===== src/design/ppa_pkg.sv =====
// Purpose: shared constants for the parallel port and aux output block
// Assumes: core reaches registers over a byte-wide special register port
// Notes:   offsets are core register addresses
package ppa_pkg;
  localparam logic [7:0] PPA_ADDR_PORT0   = 8'h80;
  localparam logic [7:0] PPA_ADDR_PORT1   = 8'h90;
  localparam logic [7:0] PPA_ADDR_PORT2   = 8'hA0;
  localparam logic [7:0] PPA_ADDR_PORT3   = 8'hB0;
  localparam logic [7:0] PPA_ADDR_AUXCTL  = 8'hE8;
  localparam logic [7:0] PPA_RST_LATCH    = 8'hFF;
  localparam logic [7:0] PPA_RST_PORT1    = 8'hFF;
  localparam logic [7:0] PPA_RST_AUXCTL   = 8'h00;
  localparam int         PPA_BIT_B_VALUE  = 7;
  localparam int         PPA_BIT_B_ENABLE = 6;
  localparam int         PPA_BIT_A_VALUE  = 5;
  localparam int         PPA_BIT_A_ENABLE = 4;
  localparam logic [7:0] PPA_P1_ALT_MASK  = 8'h23;
  localparam logic [7:0] PPA_P3_ALT_MASK  = 8'hFF;
  typedef enum logic [1:0] {PPA_BUS_IDLE, PPA_BUS_ADDR, PPA_BUS_DATA} ppa_bus_t;
endpackage


===== src/design/ppa_pin_mux.sv =====
// Purpose: per-pin ownership mux between latch and alternate function
// Assumes: alt function enable per pin comes from the top
// Notes:   one generate loop, one iteration per bit
`timescale 1ns/100ps
`default_nettype none
module ppa_pin_mux (
  // latch and alternate data
  input  wire logic [7:0] latchVal,
  input  wire logic [7:0] altOwn,
  input  wire logic [7:0] altOut,
  // resulting pin value
  output logic      [7:0] pinVal
);
  import ppa_pkg::*;
  genvar g;
  generate
    for (g = 0; g < 8; g++) begin : g_bit
      // alternate drive only reaches the pin while the latch holds one
      assign pinVal[g] = altOwn[g] ? (latchVal[g] & altOut[g]) : latchVal[g];
    end
  endgenerate
endmodule
`default_nettype wire


===== src/design/ppa_ports.sv =====
// Purpose: four parallel ports and two auxiliary outputs behind core registers
// Assumes: core register port strobes are single-cycle, same clock
// Notes:   pin level read back; pull-ups are pad-side, not modelled here
//
// Functional notes
// - aux pads carry serial signals when enabled
// - bit 7 drives aux pin b value
// - bit 6 enables aux pin b
// - bit 5 drives aux pin a value
// - bit 4 enables aux pin a, reset zero
// - enabled peripheral takes its pins
// - port zero open drain, one floats
// - external bus drives port zero both ways
// - port one input only, no drive
// - port one resets ones, zero digital
// - port one alternate inputs on 0,1,5
// - port two latch one pulls high
// - port two carries upper address bytes
// - port three latch one pulls high
// - port three carries serial, interrupt, strobes
// - alternate works only with latch one
// - serial enable frees pads when cleared
`timescale 1ns/100ps
`default_nettype none
module ppa_ports (
  // clock and reset
  input  wire logic       ref_clk,
  input  wire logic       resetn,
  // core register port
  input  wire logic [7:0] regAddr,
  input  wire logic       regWr,
  input  wire logic       regRd,
  input  wire logic [7:0] regWdata,
  output logic      [7:0] regRdata,
  output logic            regHit,
  // serial interface sharing the aux pads
  input  wire logic       serialIfaceEnable,
  input  wire logic [1:0] serialPadOut,
  input  wire logic [1:0] serialPadOe,
  output logic      [1:0] serialPadIn,
  // external memory bus
  input  wire logic       extBusActive,
  input  wire logic       extBusAddrPhase,
  input  wire logic       extBusWrite,
  input  wire logic       extBusWide,
  input  wire logic [23:0] extBusAddr,
  input  wire logic [7:0] extBusWdata,
  output logic      [7:0] extBusRdata,
  // alternate functions
  input  wire logic       altPort3Enable,
  input  wire logic [7:0] port3AltOut,
  output logic      [7:0] port1AltIn,
  output logic      [7:0] port3AltIn,
  // port zero pins
  input  wire logic [7:0] port0In,
  output logic      [7:0] port0Out,
  output logic      [7:0] port0Oe,
  // port one pins
  input  wire logic [7:0] port1In,
  output logic      [7:0] port1AnalogSel,
  // port two pins
  input  wire logic [7:0] port2In,
  output logic      [7:0] port2Out,
  output logic      [7:0] port2Oe,
  // port three pins
  input  wire logic [7:0] port3In,
  output logic      [7:0] port3Out,
  output logic      [7:0] port3Oe,
  // aux pads
  input  wire logic [1:0] auxPadIn,
  output logic      [1:0] auxPadOut,
  output logic      [1:0] auxPadOe
);
  import ppa_pkg::*;

  typedef struct packed {
    logic [7:0] p0;
    logic [7:0] p1;
    logic [7:0] p2;
    logic [7:0] p3;
    logic [7:0] aux;
    logic [7:0] rdata;
    logic       hit;
    ppa_bus_t   busPh;
    logic [7:0] midByte;
  } ppa_st_t;

  ppa_st_t    st_r;
  ppa_st_t    st_nxt;
  logic [7:0] lvl0;
  logic [7:0] lvl1;
  logic [7:0] lvl2;
  logic [7:0] lvl3;
  logic [7:0] p3Pin;
  logic [7:0] p3Own;
  logic       auxBEn;
  logic       auxAEn;
  logic       wrHit;

  ppa_sync u_sync0 (.ref_clk(ref_clk), .resetn(resetn), .pinIn(port0In), .pinLevel(lvl0));
  ppa_sync u_sync1 (.ref_clk(ref_clk), .resetn(resetn), .pinIn(port1In), .pinLevel(lvl1));
  ppa_sync u_sync2 (.ref_clk(ref_clk), .resetn(resetn), .pinIn(port2In), .pinLevel(lvl2));
  ppa_sync u_sync3 (.ref_clk(ref_clk), .resetn(resetn), .pinIn(port3In), .pinLevel(lvl3));

  assign p3Own = altPort3Enable ? PPA_P3_ALT_MASK : 8'h00;
  ppa_pin_mux u_mux3 (
    .latchVal (st_r.p3),
    .altOwn   (p3Own),
    .altOut   (port3AltOut),
    .pinVal   (p3Pin)
  );

  assign wrHit = regWr && (regAddr == PPA_ADDR_PORT0 || regAddr == PPA_ADDR_PORT1 ||
                           regAddr == PPA_ADDR_PORT2 || regAddr == PPA_ADDR_PORT3 ||
                           regAddr == PPA_ADDR_AUXCTL);

  always_comb begin
    st_nxt     = st_r;
    st_nxt.hit = 1'b0;
    if (regWr) begin
      case (regAddr)
        PPA_ADDR_PORT0:  st_nxt.p0  = regWdata;
        PPA_ADDR_PORT1:  st_nxt.p1  = regWdata;
        PPA_ADDR_PORT2:  st_nxt.p2  = regWdata;
        PPA_ADDR_PORT3:  st_nxt.p3  = regWdata;
        PPA_ADDR_AUXCTL: st_nxt.aux = regWdata;
        default:         st_nxt.p0  = st_r.p0;
      endcase
      st_nxt.hit = wrHit;
    end else if (regRd) begin
      // pins are read, not latches; the control register reads itself
      st_nxt.hit = 1'b1;
      case (regAddr)
        PPA_ADDR_PORT0:  st_nxt.rdata = lvl0;
        PPA_ADDR_PORT1:  st_nxt.rdata = lvl1;
        PPA_ADDR_PORT2:  st_nxt.rdata = lvl2;
        PPA_ADDR_PORT3:  st_nxt.rdata = lvl3;
        PPA_ADDR_AUXCTL: st_nxt.rdata = st_r.aux;
        default: begin
          st_nxt.rdata = 8'h00;
          st_nxt.hit   = 1'b0;
        end
      endcase
    end
    // external bus phase tracking
    case (st_r.busPh)
      PPA_BUS_IDLE: begin
        if (extBusActive) begin
          st_nxt.busPh = extBusAddrPhase ? PPA_BUS_ADDR : PPA_BUS_DATA;
        end
      end
      PPA_BUS_ADDR, PPA_BUS_DATA: begin
        if (!extBusActive) begin
          st_nxt.busPh = PPA_BUS_IDLE;
        end else begin
          st_nxt.busPh = extBusAddrPhase ? PPA_BUS_ADDR : PPA_BUS_DATA;
        end
      end
      default: st_nxt.busPh = PPA_BUS_IDLE;
    endcase
    if (extBusActive && extBusAddrPhase) begin
      st_nxt.midByte = extBusAddr[15:8];
    end
  end

  always_ff @(posedge ref_clk) begin
    if (!resetn) begin
      st_r.p0      <= PPA_RST_LATCH;
      st_r.p1      <= PPA_RST_PORT1;
      st_r.p2      <= PPA_RST_LATCH;
      st_r.p3      <= PPA_RST_LATCH;
      st_r.aux     <= PPA_RST_AUXCTL;
      st_r.rdata   <= 8'h00;
      st_r.hit     <= 1'b0;
      st_r.busPh   <= PPA_BUS_IDLE;
      st_r.midByte <= 8'h00;
    end else begin
      st_r <= st_nxt;
    end
  end

  assign regRdata = st_r.rdata;
  assign regHit   = st_r.hit;

  // port zero: open drain as gpio, push-pull as bus
  always_comb begin
    if (extBusActive) begin
      port0Out = extBusAddrPhase ? extBusAddr[7:0] : extBusWdata;
      port0Oe  = (extBusAddrPhase || extBusWrite) ? 8'hFF : 8'h00;
    end else begin
      port0Out = 8'h00;
      port0Oe  = ~st_r.p0;
    end
  end
  assign extBusRdata = lvl0;

  // port one: never driven; analog select straight from the latch
  assign port1AnalogSel = st_r.p1;
  assign port1AltIn     = lvl1 & st_r.p1 & PPA_P1_ALT_MASK;

  // port two: as gpio, latch one means pull-up only, so drive only zeros; as bus, drive all pins
  always_comb begin
    if (extBusActive) begin
      // middle byte of a wide access is held from its address phase
      if (!extBusWide) begin
        port2Out = extBusAddr[15:8];
      end else if (extBusAddrPhase || st_r.busPh == PPA_BUS_IDLE) begin
        port2Out = extBusAddr[23:16];
      end else begin
        port2Out = st_r.midByte;
      end
      port2Oe  = 8'hFF;
    end else begin
      port2Out = st_r.p2;
      port2Oe  = ~st_r.p2;
    end
  end

  // port three: strobes and serial are alternates gated by the latch
  assign port3Out   = p3Pin;
  assign port3Oe    = ~p3Pin;
  assign port3AltIn = lvl3 & st_r.p3;

  // aux pads: serial wins whenever enabled
  assign auxBEn = st_r.aux[PPA_BIT_B_ENABLE];
  assign auxAEn = st_r.aux[PPA_BIT_A_ENABLE];
  always_comb begin
    if (serialIfaceEnable) begin
      auxPadOut = serialPadOut;
      auxPadOe  = serialPadOe;
    end else begin
      auxPadOut = {st_r.aux[PPA_BIT_B_VALUE] & auxBEn,
                   st_r.aux[PPA_BIT_A_VALUE] & auxAEn};
      auxPadOe  = {auxBEn, auxAEn};
    end
  end
  assign serialPadIn = serialIfaceEnable ? auxPadIn : 2'b00;
endmodule
`default_nettype wire


===== src/design/ppa_sync.sv =====
// Purpose: three-stage pin synchroniser with agreement filter
// Assumes: pins are asynchronous to ref_clk
// Notes:   first stage feeds only the second
`timescale 1ns/100ps
`default_nettype none
module ppa_sync (
  // clock and reset
  input  wire logic       ref_clk,
  input  wire logic       resetn,
  // pins in, filtered level out
  input  wire logic [7:0] pinIn,
  output logic      [7:0] pinLevel
);
  import ppa_pkg::*;
  typedef struct packed {
    logic [7:0] s1;
    logic [7:0] s2;
    logic [7:0] s3;
    logic [7:0] lvl;
  } ppa_sync_st_t;
  ppa_sync_st_t st_r;
  ppa_sync_st_t st_nxt;
  always_comb begin
    st_nxt    = st_r;
    st_nxt.s1 = pinIn;
    st_nxt.s2 = st_r.s1;
    st_nxt.s3 = st_r.s2;
    for (int i = 0; i < 8; i++) begin
      // level changes only once two late stages agree
      if (st_r.s2[i] == st_r.s3[i]) begin
        st_nxt.lvl[i] = st_r.s3[i];
      end
    end
  end
  always_ff @(posedge ref_clk) begin
    if (!resetn) begin
      st_r <= '0;
    end else begin
      st_r <= st_nxt;
    end
  end
  assign pinLevel = st_r.lvl;
endmodule
`default_nettype wire


===== config.mk =====
export PLATFORM = sky130hd
export DESIGN_NAME = ppa_ports
export DESIGN_NICKNAME = d
export VERILOG_FILES = /design/src/design/ppa_pkg.sv /design/src/design/ppa_pin_mux.sv /design/src/design/ppa_ports.sv /design/src/design/ppa_sync.sv
export SDC_FILE = /design/constraint.sdc
export NUM_CORES = 1
export LEC_CHECK = 0
export BUFFER_PORTS_ARGS = -buffer_cell sky130_fd_sc_hd__buf_4
export CORE_MARGIN = 8
export CORE_UTILIZATION = 47
export CTS_CLUSTER_SIZE = 10
export DETAILED_ROUTE_END_ITERATION = 6
export PLACE_DENSITY_LB_ADDON = 0.08
export SETUP_SLACK_MARGIN = 0.02
export SYNTH_ARGS = -nofsm -noshare
export SYNTH_HDL_FRONTEND = slang
export SYNTH_SLANG_ARGS = --single-unit

===== constraint.sdc =====
create_clock -name ref_clk -period 2.75 [get_ports ref_clk]
set_input_delay 0.825 -clock ref_clk [delete_from_list [all_inputs] [get_ports ref_clk]]
set_output_delay 0.825 -clock ref_clk [all_outputs]
set_load 0.1 [all_outputs]

==> impl_results.md, run 1 <==
* Worst-skew pair later-pin latency at ~0.43 ns
* Clk buf depth at 2
* Wirelength per Cell at 16.61 um
* GRT Total Usage at 0.1922
* Via Count at 5724
* H-Tree Depth at 4
* Leading post-synthesis cells by cell area: dfxtp_1 (52%), and2_1 (9.6%), nand2_1 (5.8%)
* Diode count at 0
* Measured slew at the worst slew-check pin at 0.6902 ns
* Reg2reg path depth at 6
* Die area at roughly 19000 um2
* Buf/Inv on CP at 3
* GRT Max-Usage Layer: met2
* Filler cell count at approximately 1200
* RSZ-0062 raised after global routing: yes
* Starting Density at 0.4749
* Critical path depth in cells at 7
* Slew Limit Fails at 0
* Max-cap violations at 0
* EDFF count, synth at 0
* Clk_skew at 0.006803 ns
* Setup crit end kind: primary output
* Post-DP HPWL at approximately 14000 um
* Rel. slew slack at 0.5334
* Final hold viol count at 0
* Period utilisation layout at 0.9947
* Synth Cell Area at approximately 7100 um2
* Part of the Yosys area used for sequential elements at 0.5244
* Peak supply drop at ~0.43 mV
* NumNets Final at roughly 1000
* Hold WC Path Type: reg2reg
* CP endpoint: port2Out[1]
* Die Ht at approximately 140 um
* Dominant synthesized flop cell: dfxtp_1
* Sink Count at about 190
* Synth Area per Inst at 9.519 um2
* Synth warnings at 0
* Crit-path most repeated cell: buf_6
* Total global routing overflow at 0
* Synth Register Bits at 187
* Largest net degree at the start of global routing at 84
* Met3 Usage GRT at 0.05882
* Startpoint types: primary input
* Reg2reg setup slack at roughly 1.2 ns
* Drt pass-1 iters at 6
* Async S/R FF share, synth at 0
* Delay-heaviest family, CP: buffers and inverters
* Via-to-Cell Ratio at about 5
* Hold Buf Count CTS at 0
* Crit path max-delay cell type: a311o_1
* Area Overhead vs Synth at 37.42%
* Starting DRT DRC Count at approximately 400
* Number of I/O pins at about 200
* Crit-path max cell delay at about 0.38 ns
* PwrDens at 640.1 nW/um2
* First-pass GRT wire length at 30170 um
* Number of routed nets with antenna violations at 0
* First element of the critical path: extBusAddrPhase
* Core ar. at roughly 15000 um2
* Total CTS buffers at 17
* Initial antenna violation count at 1
* IO Port Bufs at roughly 190
* Cell accounting for the most synthesized area: dfxtp_1
* RD Place Congestion at roughly 0.86
* Crit Path Class: in2out
* Vias in the first global route at around 5900
* Clk Tree Root Cell: clkbuf_16
* Share of cells above drive strength 1 at 0.3441
* Met1 Usage GRT at 0.2288
* Clock-pin slew on the worst setup and hold paths at about 0.07 ns
* Crit path time final at between 2 and 3 ns
* M2 GR Usage at 0.3192
* Pwr Total at roughly 6300 uW
* Most common cell after layout, fill and taps aside: buf_4
* Final setup fails at 0
* Final wirelength at roughly 19000 um
* DR DRC count at 0
* R2R Path End: st_r[8]
* Chip Width at approximately 140 um
* Cell Rows at 45
* Status: complete, no violations
* Critical-path cell list: buf_6, nor2_4, buf_6, nand2_2, a311o_1, nand2_4, buf_12
* LEAKAGE at approximately 0.0043 uW
* Cells after synthesis at 750
* Worst r2r src: st_r[8]
* Synth top area share at 0.5244
* Max Clk Rate at between 300 and 400 MHz
* Pre-CTS WS at -0.1431 ns
* Synth unique cells at 38
* Critical Path RT at 1.93 ns
* Maximum fanout along the worst path at 14
* Final worst slack at 0.01466 ns
* CTS tree: yes
* Worst EP arrival at around 1.9 ns
* Commonest cells after routing, fill and taps aside: buf_4 (202), dfxtp_1 (185), and2_1 (109)
-- cell type report --
class	count	area, um2	share of cell area
multi-input combinational	484	3402	0.3468
tap	188	235.2	0.02398
clock buffer	18	439.2	0.04476
sequential	187	3746	0.3818
inverter	13	48.80	0.004974
timing repair buffer	217	1782	0.1816
clock inverter	14	157.7	0.01607
-- worst reg2reg max path: cells and delay by family, from the launching register on --
kind            cells  cell delay (ns)
buf+inv             2             0.21
simple gates        2             0.65
fa+ha+maj           1             0.17
compound gates      1             0.16
flops               1             0.32
-- how the worst min path moves through the flow --
| stage | start | end | slack [ns] | cells past startpoint |
|---|---|---|---|---|
| 3_5_place_dp | u_sync2.st_nxt[18] | u_sync2.st_nxt[10] | 0.42 | 1 |
| 6_report | u_sync2.st_nxt[18] | u_sync2.st_nxt[10] | 0.43 | 1 |
| 4_1_cts | u_sync2.st_nxt[18] | u_sync2.st_nxt[10] | 0.43 | 1 |
| 5_1_grt | u_sync3.st_nxt[20] | u_sync3.st_nxt[12] | 0.45 | 1 |
| 2_1_floorplan | u_sync0.st_nxt[18] | u_sync0.st_nxt[10] | 0.41 | 1 |
| 3_3_place_gp | u_sync2.st_nxt[22] | u_sync2.st_nxt[14] | 0.41 | 1 |
-- metal layers --
metal / wire length (um) / vias up
met4: 405 / 0
met3: 1262 / 33
met1: 8230 / 2666
met2: 8727 / 195
li1: - / 2830
met5: 0 / -
-- registers in the layout, summed over array words and instances, names as in the netlist, 16 cells and up --
register,count
u_sync0.st_nxt,16
u_sync3.st_nxt,16
u_sync2.st_nxt,16
st_r,40
u_sync1.st_nxt,16
-- cells by family (layout without fill, tap and decap cells) --
kind of cell	count (synthesis)	after routing	synth area share
flip-flops	187	187	0.5244
AO/OA/AOI/OAI	143	143	0.1346
buffers and inverters	83	262	0.06011
adder cells (fa/ha/maj)	2	2	0.003505
multiplexers	50	50	0.07185
AND/OR/NAND/NOR	284	284	0.2051
other	1	5	0.0005253
-- cells in the mapped netlist, types with 8 or more instances --
cell type and instances:
a311o_1 8, mux2_2 10, nor2_1 21, a21oi_1 10
o21ai_0 51, nor2b_1 11, a21boi_0 41, dfxtp_1 187
nand2_1 111, inv_1 12, a22oi_1 9, and2_1 109
clkbuf_1 37, o22ai_1 8, mux2i_1 40, nand3_1 18
o211a_1 8, a221oi_1 8, buf_4 29
-- power by group --
part / internal (uW) / total (uW) / switching (uW)
Sequential: 2780 / 2810 / 29.3
Combinational: 336 / 1030 / 694
Clock: 1380 / 2440 / 1060
-- per-stage QoR --
stage            util   TNS, ns  hold WS (ns)  instance area [um2]  instances
6_report       0.6526         0        0.4330                 9811       1121
5_1_grt        0.6526  -0.03602        0.4504                 9811       1121
4_1_cts        0.6510         0        0.4337                 9787       1121
3_5_place_dp   0.6007    -1.089        0.4169                 9030       1086
3_3_place_gp   0.6007   -0.6046        0.4145                 9030       1086
2_1_floorplan       -    -3.764        0.4119                 7611        754
-- repair_timing --
item	4_1_cts	5_1_grt
gates resized for setup	33	8
pin swaps	11	8
buffers inserted	3	0
endpoints found under the setup margin	16	16
gates cloned	0	0
(Power assumes the default switching activity.)
==> inputs of run 2 (changes only) <==
ABC_AREA = 1   (was default)
CORE_ASPECT_RATIO = 0.8   (was default)
HOLD_SLACK_MARGIN = 0.08   (was default)
==> run 2 against run 1 <==
Clock power about the same. Clock-buffer cell count rose by 4. Largest power group unchanged. Final area rose by 0.64%. Power barely moved. Synthesized cell count increased by 30%. Combinational power about the same. Via count increased by 11%. Die area up 3.0%. Clock skew about the same.
==> impl_results.md, run 2 <==
* Crit-path max cell delay at 0.34 ns (was 0.38 ns)
* DR DRC count at 0 (unchanged)
* Number of I/O pins at 199 (unchanged)
* Core ar. at 15540 um2 (was 15030 um2)
* Top-count cell post-synth: nand2_1 (was dfxtp_1)
* Cell accounting for the most synthesized area: dfxtp_1 (unchanged)
* Largest net degree at the start of global routing at 48 (was 84)
* Vias in the first global route at 5817 (was 5913)
* Hold EP: u_sync0.st_nxt[11] (was u_sync2.st_nxt[10])
* Worst EP arrival at 1.81 ns (was 1.91 ns)
* Starting DRT DRC Count at 425 (was 395)
* Synth Register Bits at 187 (unchanged)
* Worst r2r src: st_r[9] (was st_r[8])
* Peak supply drop at 0.4291 mV (was 0.4277 mV)
* RD Place Congestion at 0.7835 (was 0.8612)
* Hold Crit Depth at 2 (was 1)
* Delay-heaviest family, CP: buffers and inverters (unchanged)
* Via Count at 6382 (was 5724)
* Final setup fails at 0 (unchanged)
* Number of flip-flops in the largest register at 40 (unchanged)
* EDFF count, synth at 0 (unchanged)
* Wirelength per Cell at 13.52 um (was 16.61 um)
* Via-to-Cell Ratio at 4.665 (was 5.106)
* Cell Rows at 41 (was 45)
* Hold Buf Count CTS at 0 (unchanged)
* Area Overhead vs Synth at 33.88% (was 37.42%)
* Crit path time final at 2.636 ns (was 2.735 ns)
* Pwr Total at 6274 uW (was 6280 uW)
* IO Port Bufs at 193 (unchanged)
* Clock-pin slew on the worst setup and hold paths at 0.07 ns (about the same)
* Drt pass-1 iters at 5 (was 6)
* Post-DP HPWL at 13600 um (was 13970 um)
* Clk Tree Root Cell: clkbuf_16 (unchanged)
* Synth Area per Inst at 7.540 um2 (was 9.519 um2)
* Max-cap violations at 0 (unchanged)
* Pre-CTS WS at 0.04975 ns (was -0.1431 ns)
* Critical Path RT at 1.93 ns (about the same)
* Async S/R FF share, synth at 0 (unchanged)
* Initial antenna violation count at 0 (was 1)
* Final Util at 0.6352 (was 0.6526)
* RSZ-0062 raised after global routing: yes (unchanged)
* Crit path max-delay cell type: dfxtp_2 (was a311o_1)
* Hold WC Path Type: reg2reg (unchanged)
* Most common cell after layout, fill and taps aside: nand2_1 (was buf_4)
* Final wirelength at 18500 um (was 18630 um)
* Sink Count at 187 (unchanged)
* R2R Path End: st_r[8] (unchanged)
* Starting Density at 0.4744 (was 0.4749)
* Leading post-synthesis cells by cell area: dfxtp_1 (51%), nand2_1 (13%), inv_1 (7.3%) (was dfxtp_1 (52%), and2_1 (9.6%), nand2_1 (5.8%))
* Synth top area share at 0.5076 (was 0.5244)
* First-pass GRT wire length at 29390 um (was 30170 um)
* LEAKAGE at 0.005214 uW (was 0.004309 uW)
* Cells after synthesis at 978 (was 750)
* Chip Width at 156.0 um (was 139.3 um)
* Total global routing overflow at 0 (unchanged)
* Worst-skew pair later-pin latency at 0.42 ns (was 0.43 ns)
* Crit Path Class: reg2out (was in2out)
* PwrDens at 635.5 nW/um2 (was 640.1 nW/um2)
* Synth warnings at 0 (unchanged)
* Period utilisation layout at 0.9587 (was 0.9947)
* Hold path start: u_sync0.st_nxt[19] (was u_sync2.st_nxt[18])
* Reg2reg setup slack at 1.43 ns (was 1.16 ns)
* Max Clk Rate at 379.3 MHz (was 365.6 MHz)
* Part of the Yosys area used for sequential elements at 0.5076 (was 0.5244)
* Dominant synthesized flop cell: dfxtp_1 (unchanged)
* GRT Total Usage at 0.1825 (was 0.1922)
* Setup crit end kind: primary output (unchanged)
* Commonest cells after routing, fill and taps aside: nand2_1 (237), buf_4 (191), dfxtp_1 (185) (was buf_4 (202), dfxtp_1 (185), and2_1 (109))
* Synth unique cells at 29 (was 38)
* Slew Limit Fails at 0 (unchanged)
* Synth Cell Area at 7375 um2 (was 7139 um2)
* Final worst slack at 0.1136 ns (was 0.01466 ns)
* Final hold viol count at 0 (unchanged)
* Share of cells above drive strength 1 at 0.2732 (was 0.3441)
* Reg2reg path depth at 7 (was 6)
* Status: complete, no violations (unchanged)
* Die area at 19980 um2 (was 19390 um2)
* Clk buf depth at 2 (unchanged)
* Startpoint types: flip-flop (was primary input)
* Clk_skew at 0.007215 ns (was 0.006803 ns)
* Buf/Inv on CP at 3 (unchanged)
* Maximum fanout along the worst path at 8 (was 14)
* Most flops, register: st_r (unchanged)
* H-Tree Depth at 4 (unchanged)
* Die Ht at 128.0 um (was 139.3 um)
* Total CTS buffers at 17 (unchanged)
* Diode count at 0 (unchanged)
* Number of routed nets with antenna violations at 0 (unchanged)
* Critical-path cell list: inv_1, ha_2, nor2_1, buf_4, o21ai_1, o22ai_1, nand2_2, nand2_8, buf_12 (was buf_6, nor2_4, buf_6, nand2_2, a311o_1, nand2_4, buf_12)
* NumNets Final at 1247 (was 1026)
* Post-synth top cells: nand2_1 (264), dfxtp_1 (187), inv_1 (144) (was dfxtp_1 (187), nand2_1 (111), and2_1 (109))
* CTS tree: yes (unchanged)
* Setup TNS at 0 ns (unchanged)
[run 2: worst max path at each step]
stage / start / to / cells after the start
2_1_floorplan: altPort3Enable / port3Out[0] / 3
3_3_place_gp: extBusAddrPhase / port2Out[7] / 8
3_5_place_dp: extBusAddrPhase / port2Out[6] / 8
4_1_cts: st_r[8] / port2Out[7] / 9
5_1_grt: st_r[9] / port2Out[0] / 9
6_report: st_r[9] / port2Out[5] / 9
[run 2: what timing repair did]
item,4_1_cts,5_1_grt
gates resized for setup,13,22
endpoints found under the setup margin,8,11
buffers inserted,0,0
pin swaps,0,5
[run 2: cells by family after synthesis]
logic type,Yosys count,share of synthesized area
compound gates,142,0.09874
fa+ha+maj,2,0.003393
buf+inv,220,0.1364
flops,187,0.5076
other cells,1,0.0005085
simple gates,426,0.2533
[run 2: per-layer routing]
layer  share of wire  global-route usage
met1            0.45              0.2325
met2            0.47              0.2954
met3           0.070             0.05559
met4          0.0072             0.04670
met5               0                   0
[run 2: final cells by class]
| type | count | area, um2 |
|---|---|---|
| Clock buffer | 22 | 494.2 |
| Inverter | 156 | 596.8 |
| Sequential cell | 187 | 3746 |
| Fill cell | 1401 | 5670 |
| Clock inverter | 9 | 102.6 |
| Tap cell | 215 | 269.0 |
| Multi-Input combinational cell | 575 | 2970 |
| Timing Repair Buffer | 204 | 1694 |
[run 2: metrics by stage]
stage	hold WS (ns)	area, um2	std cells
6_report	0.4099	9873	1368
5_1_grt	0.4304	9873	1368
4_1_cts	0.4115	9799	1368
3_5_place_dp	0.3955	9154	1337
3_3_place_gp	0.3935	9154	1337
2_1_floorplan	0.3905	7701	982
[run 2: worst reg2reg max path: cells and delay by family, from the launching register on]
kind | cells | cell delay [ns]
and+or+nand+nor | 3 | 0.36
buffers and inverters | 2 | 0.22
adders and majority gates | 1 | 0.18
DFF | 1 | 0.32
AOI/OAI and AO/OA | 1 | 0.14
[run 2: power breakdown]
part / leakage, uW / internal (uW) / switching, uW
Combinational: 0.00339 / 303 / 735
Sequential: 0.00153 / 2780 / 33.8
Clock: 0.000295 / 1390 / 1030
Total: 0.00521 / 4470 / 1800
==> inputs of run 3 (changes only) <==
ABC_AREA = default   (was 1)
CELL_PAD_IN_SITES_DETAIL_PLACEMENT = 1   (was default)
CELL_PAD_IN_SITES_GLOBAL_PLACEMENT = 1   (was default)
CORE_UTILIZATION = 42   (was 47)
clock period = 3.1 ns   (was 2.75 ns; I/O delays follow)
==> run 3 against run 2 <==
Die area rose by 7.4%. Final area fell by 1.5%. Combinational power fell by 14%. Flip-flop and latch count unchanged. Worst setup slack worse by 0.024 ns. Power fell by 11%. Clock skew grew 0.0019 ns. Sequential power fell by 11%. Clock power fell by 9.1%. Via count shrank 7.7%. Clock-buffer cell count fell by 2. Cell count decreased by 16%. Critical endpoint is now port0Oe[1]. Largest power group unchanged.
==> impl_results.md, run 3 (same netlist as run 1, synthesis figures left out) <==
* Final Non-Filler Cells at 1148 (was 1368)
* Startpoint types: primary input (was flip-flop)
* Post-DP HPWL at 16610 um (was 13600 um)
* Max Clk Rate at between 300 and 400 MHz
* Sink Count at 187 (unchanged)
* Crit Path Class: in2out (was reg2out)
* Worst-skew pair later-pin latency at 0.43 ns (was 0.42 ns)
* Setup TNS at 0 ns (unchanged)
* Critical Path RT at 2.17 ns (was 1.93 ns)
* Reg2reg setup slack at 1.53 ns (was 1.43 ns)
* Most flops, register: st_r (unchanged)
* Number of I/O pins at 199 (unchanged)
* Final wirelength at 21750 um (was 18500 um)
* Total global routing overflow at 0 (unchanged)
* PwrDens at 574.5 nW/um2 (was 635.5 nW/um2)
* Pre-CTS WS at -0.04764 ns (was 0.04975 ns)
* Max-cap violations at 0 (unchanged)
* Measured slew at the worst slew-check pin at ~0.84 ns
* Core ar. at 16610 um2 (was 15540 um2)
* Hold Crit Depth at 1 (was 2)
* First-pass GRT wire length at 34100 um (was 29390 um)
* Drt pass-1 iters at 5 (unchanged)
* DR DRC count at 0 (unchanged)
* Number of flip-flops in the largest register at 40 (unchanged)
* Share of cells above drive strength 1 at 0.3287 (was 0.2732)
* Clock-pin slew on the worst setup and hold paths at 0.07 ns (about the same)
* Crit path max-delay cell type: nor3_4 (was dfxtp_2)
* LEAKAGE at 0.004266 uW (was 0.005214 uW)
* Placed cell area at 9031 um2 (was 9154 um2)
* CTS tree: yes (unchanged)
* RSZ-0062 raised after global routing: no (was yes)
* Crit path time final at between 3 and 4 ns
* NumNets Final at 1021 (was 1247)
* Final hold viol count at 0 (unchanged)
* Chip Width at 161.8 um (was 156.0 um)
* Crit-path most repeated cell: buf_4
* Flop pwr share at 0.447 (was 0.449)
* Clk buf depth at 2 (unchanged)
* Period utilisation layout at 0.9711
* Initial antenna violation count at 0 (unchanged)
* Switching Fraction at 0.2868 (about the same)
* Combinational share of power at 0.160 (was 0.165)
* Vias in the first global route at 6345 (was 5817)
* Cell total after placement at 1116 (was 1337)
* Via Count at 5891 (was 6382)
* Die Ht at 132.6 um (was 128.0 um)
* RD Place Congestion at 0.7867 (was 0.7835)
* Number of routed nets with antenna violations at 0 (unchanged)
* Starting Density at 0.4299 (was 0.4744)
* Status: complete, no violations (unchanged)
* Via-to-Cell Ratio at 5.132 (was 4.665)
* Clk Tree Root Cell: clkbuf_16 (unchanged)
* Rel. slew slack at 0.4351
* Clk_skew at 0.009121 ns (was 0.007215 ns)
* Filler cell count at 1865 (was 1401)
* Most common cell after layout, fill and taps aside: buf_4 (was nand2_1)
* Critical path depth in cells at 4 (was 9)
* Hold WC Path Type: reg2reg (unchanged)
* Maximum fanout along the worst path at 15 (was 8)
* Final setup fails at 0 (unchanged)
* Die area at 21450 um2 (was 19980 um2)
* Starting DRT DRC Count at 241 (was 425)
* Wirelength per Cell at 18.95 um (was 13.52 um)
* Diode count at 0 (unchanged)
* H-Tree Depth at 4 (unchanged)
* Largest net degree at the start of global routing at 73 (was 48)
* Final worst slack at 0.08953 ns (was 0.1136 ns)
* Final Instance Area at 9726 um2 (was 9873 um2)
* Slew Limit Fails at 0 (unchanged)
* Peak supply drop at 0.3759 mV (was 0.4291 mV)
* Critical-path cell list: buf_4, nor3_4, a21oi_4, buf_4 (was inv_1, ha_2, nor2_1, buf_4, o21ai_1, o22ai_1, nand2_2, nand2_8, buf_12)
* Delay-heaviest family, CP: simple AND/OR/NAND/NOR gates (was buffers and inverters)
* Crit-path max cell delay at 0.66 ns (was 0.34 ns)
* Cell Rows at 42 (was 41)
* Buf/Inv on CP at 2 (was 3)
* Setup Fix Bufs, Post-CTS at 0 (unchanged)
* Area Overhead vs Synth at 36.23% (was 33.88%)
* Hold WS at 0.4334 ns (was 0.4099 ns)
* Commonest cells after routing, fill and taps aside: buf_4 (201), dfxtp_1 (187), and2_1 (109) (was nand2_1 (237), buf_4 (191), dfxtp_1 (185))
* GRT Total Usage at 0.1996 (was 0.1825)
* Total CTS buffers at 17 (unchanged)
* Setup crit end kind: primary output (unchanged)
* Power Internal at 3984 uW (was 4475 uW)
* Worst EP arrival at 2.08 ns (was 1.81 ns)
* Psw at 1603 uW (was 1799 uW)
* Reg2reg path depth at 5 (was 7)
* Clock network power share at 0.393 (was 0.385)
* IO Port Bufs at 193 (unchanged)
-- run 3: cell types whose count changed in the layout (fill, tap and decap cells not counted), sizes merged, moves of 9 or more --
cell	change
nand3	-76
nor2b	+11
a21boi	+41
inv	-135
nor2	-32
mux2i	+40
a21oi	-49
a22oi	+9
and2	+109
mux2	+10
nand2	-159
o21ai	-24
-- run 3: path summary, 6_finish.rpt --
check | start | to
worst max-delay path | extBusAddrPhase | port0Oe[1]
worst min register to register | u_sync0.st_nxt[16] | u_sync0.st_nxt[8]
worst min-delay path | u_sync0.st_nxt[16] | u_sync0.st_nxt[8]
worst max register to register | st_r[9] | st_r[8]
-- run 3: what timing repair did --
item / 4_1_cts / 5_1_grt
resized for setup: 11 / 12
gates cloned: 0 / 0
setup endpoints to repair: 8 / 11
hold buffers: 0 / 0
pin swaps: 0 / 1
-- run 3: metal layers --
metal | part of all wire | routed length (um) | track usage | up-vias
li1 | - | - | - | 2826
met4 | 0.019 | 414 | 0.07238 | 0
met3 | 0.051 | 1113 | 0.04929 | 26
met2 | 0.49 | 10720 | 0.3381 | 157
met1 | 0.44 | 9502 | 0.2410 | 2882
met5 | 0 | 0 | 0 | -
-- run 3: power by group through the flow --
stage | Sequential [uW] | Combinational, uW | Clock [uW]
final | 2500 | 895 | 2200
after CTS | 2500 | 886 | 2240
after detailed placement | 2550 | 874 | 0
after floorplan | 2540 | 622 | 0
after global routing | 2500 | 936 | 2350
after global placement | 2550 | 856 | 0
-- run 3: final cells by class --
type                    count  area, um2  share of cell area
clock buffers              20      446.7             0.04593
clock inverters            12      151.4             0.01557
inverters                  13      48.80            0.005017
multi-input cells         484       3367              0.3462
flip-flops and latches    187       3744              0.3849
well taps                 220      275.3             0.02830
repair buffers            212       1693              0.1741
-- run 3: metrics by stage --
| step | power, uW | utilization |
|---|---|---|
| floorplan | 3160 | - |
| global route | 5784 | 0.5857 |
| CTS | 5621 | 0.5823 |
| finish | 5587 | 0.5857 |
| detailed placement | 3424 | 0.5439 |
| global placement | 3402 | 0.5439 |
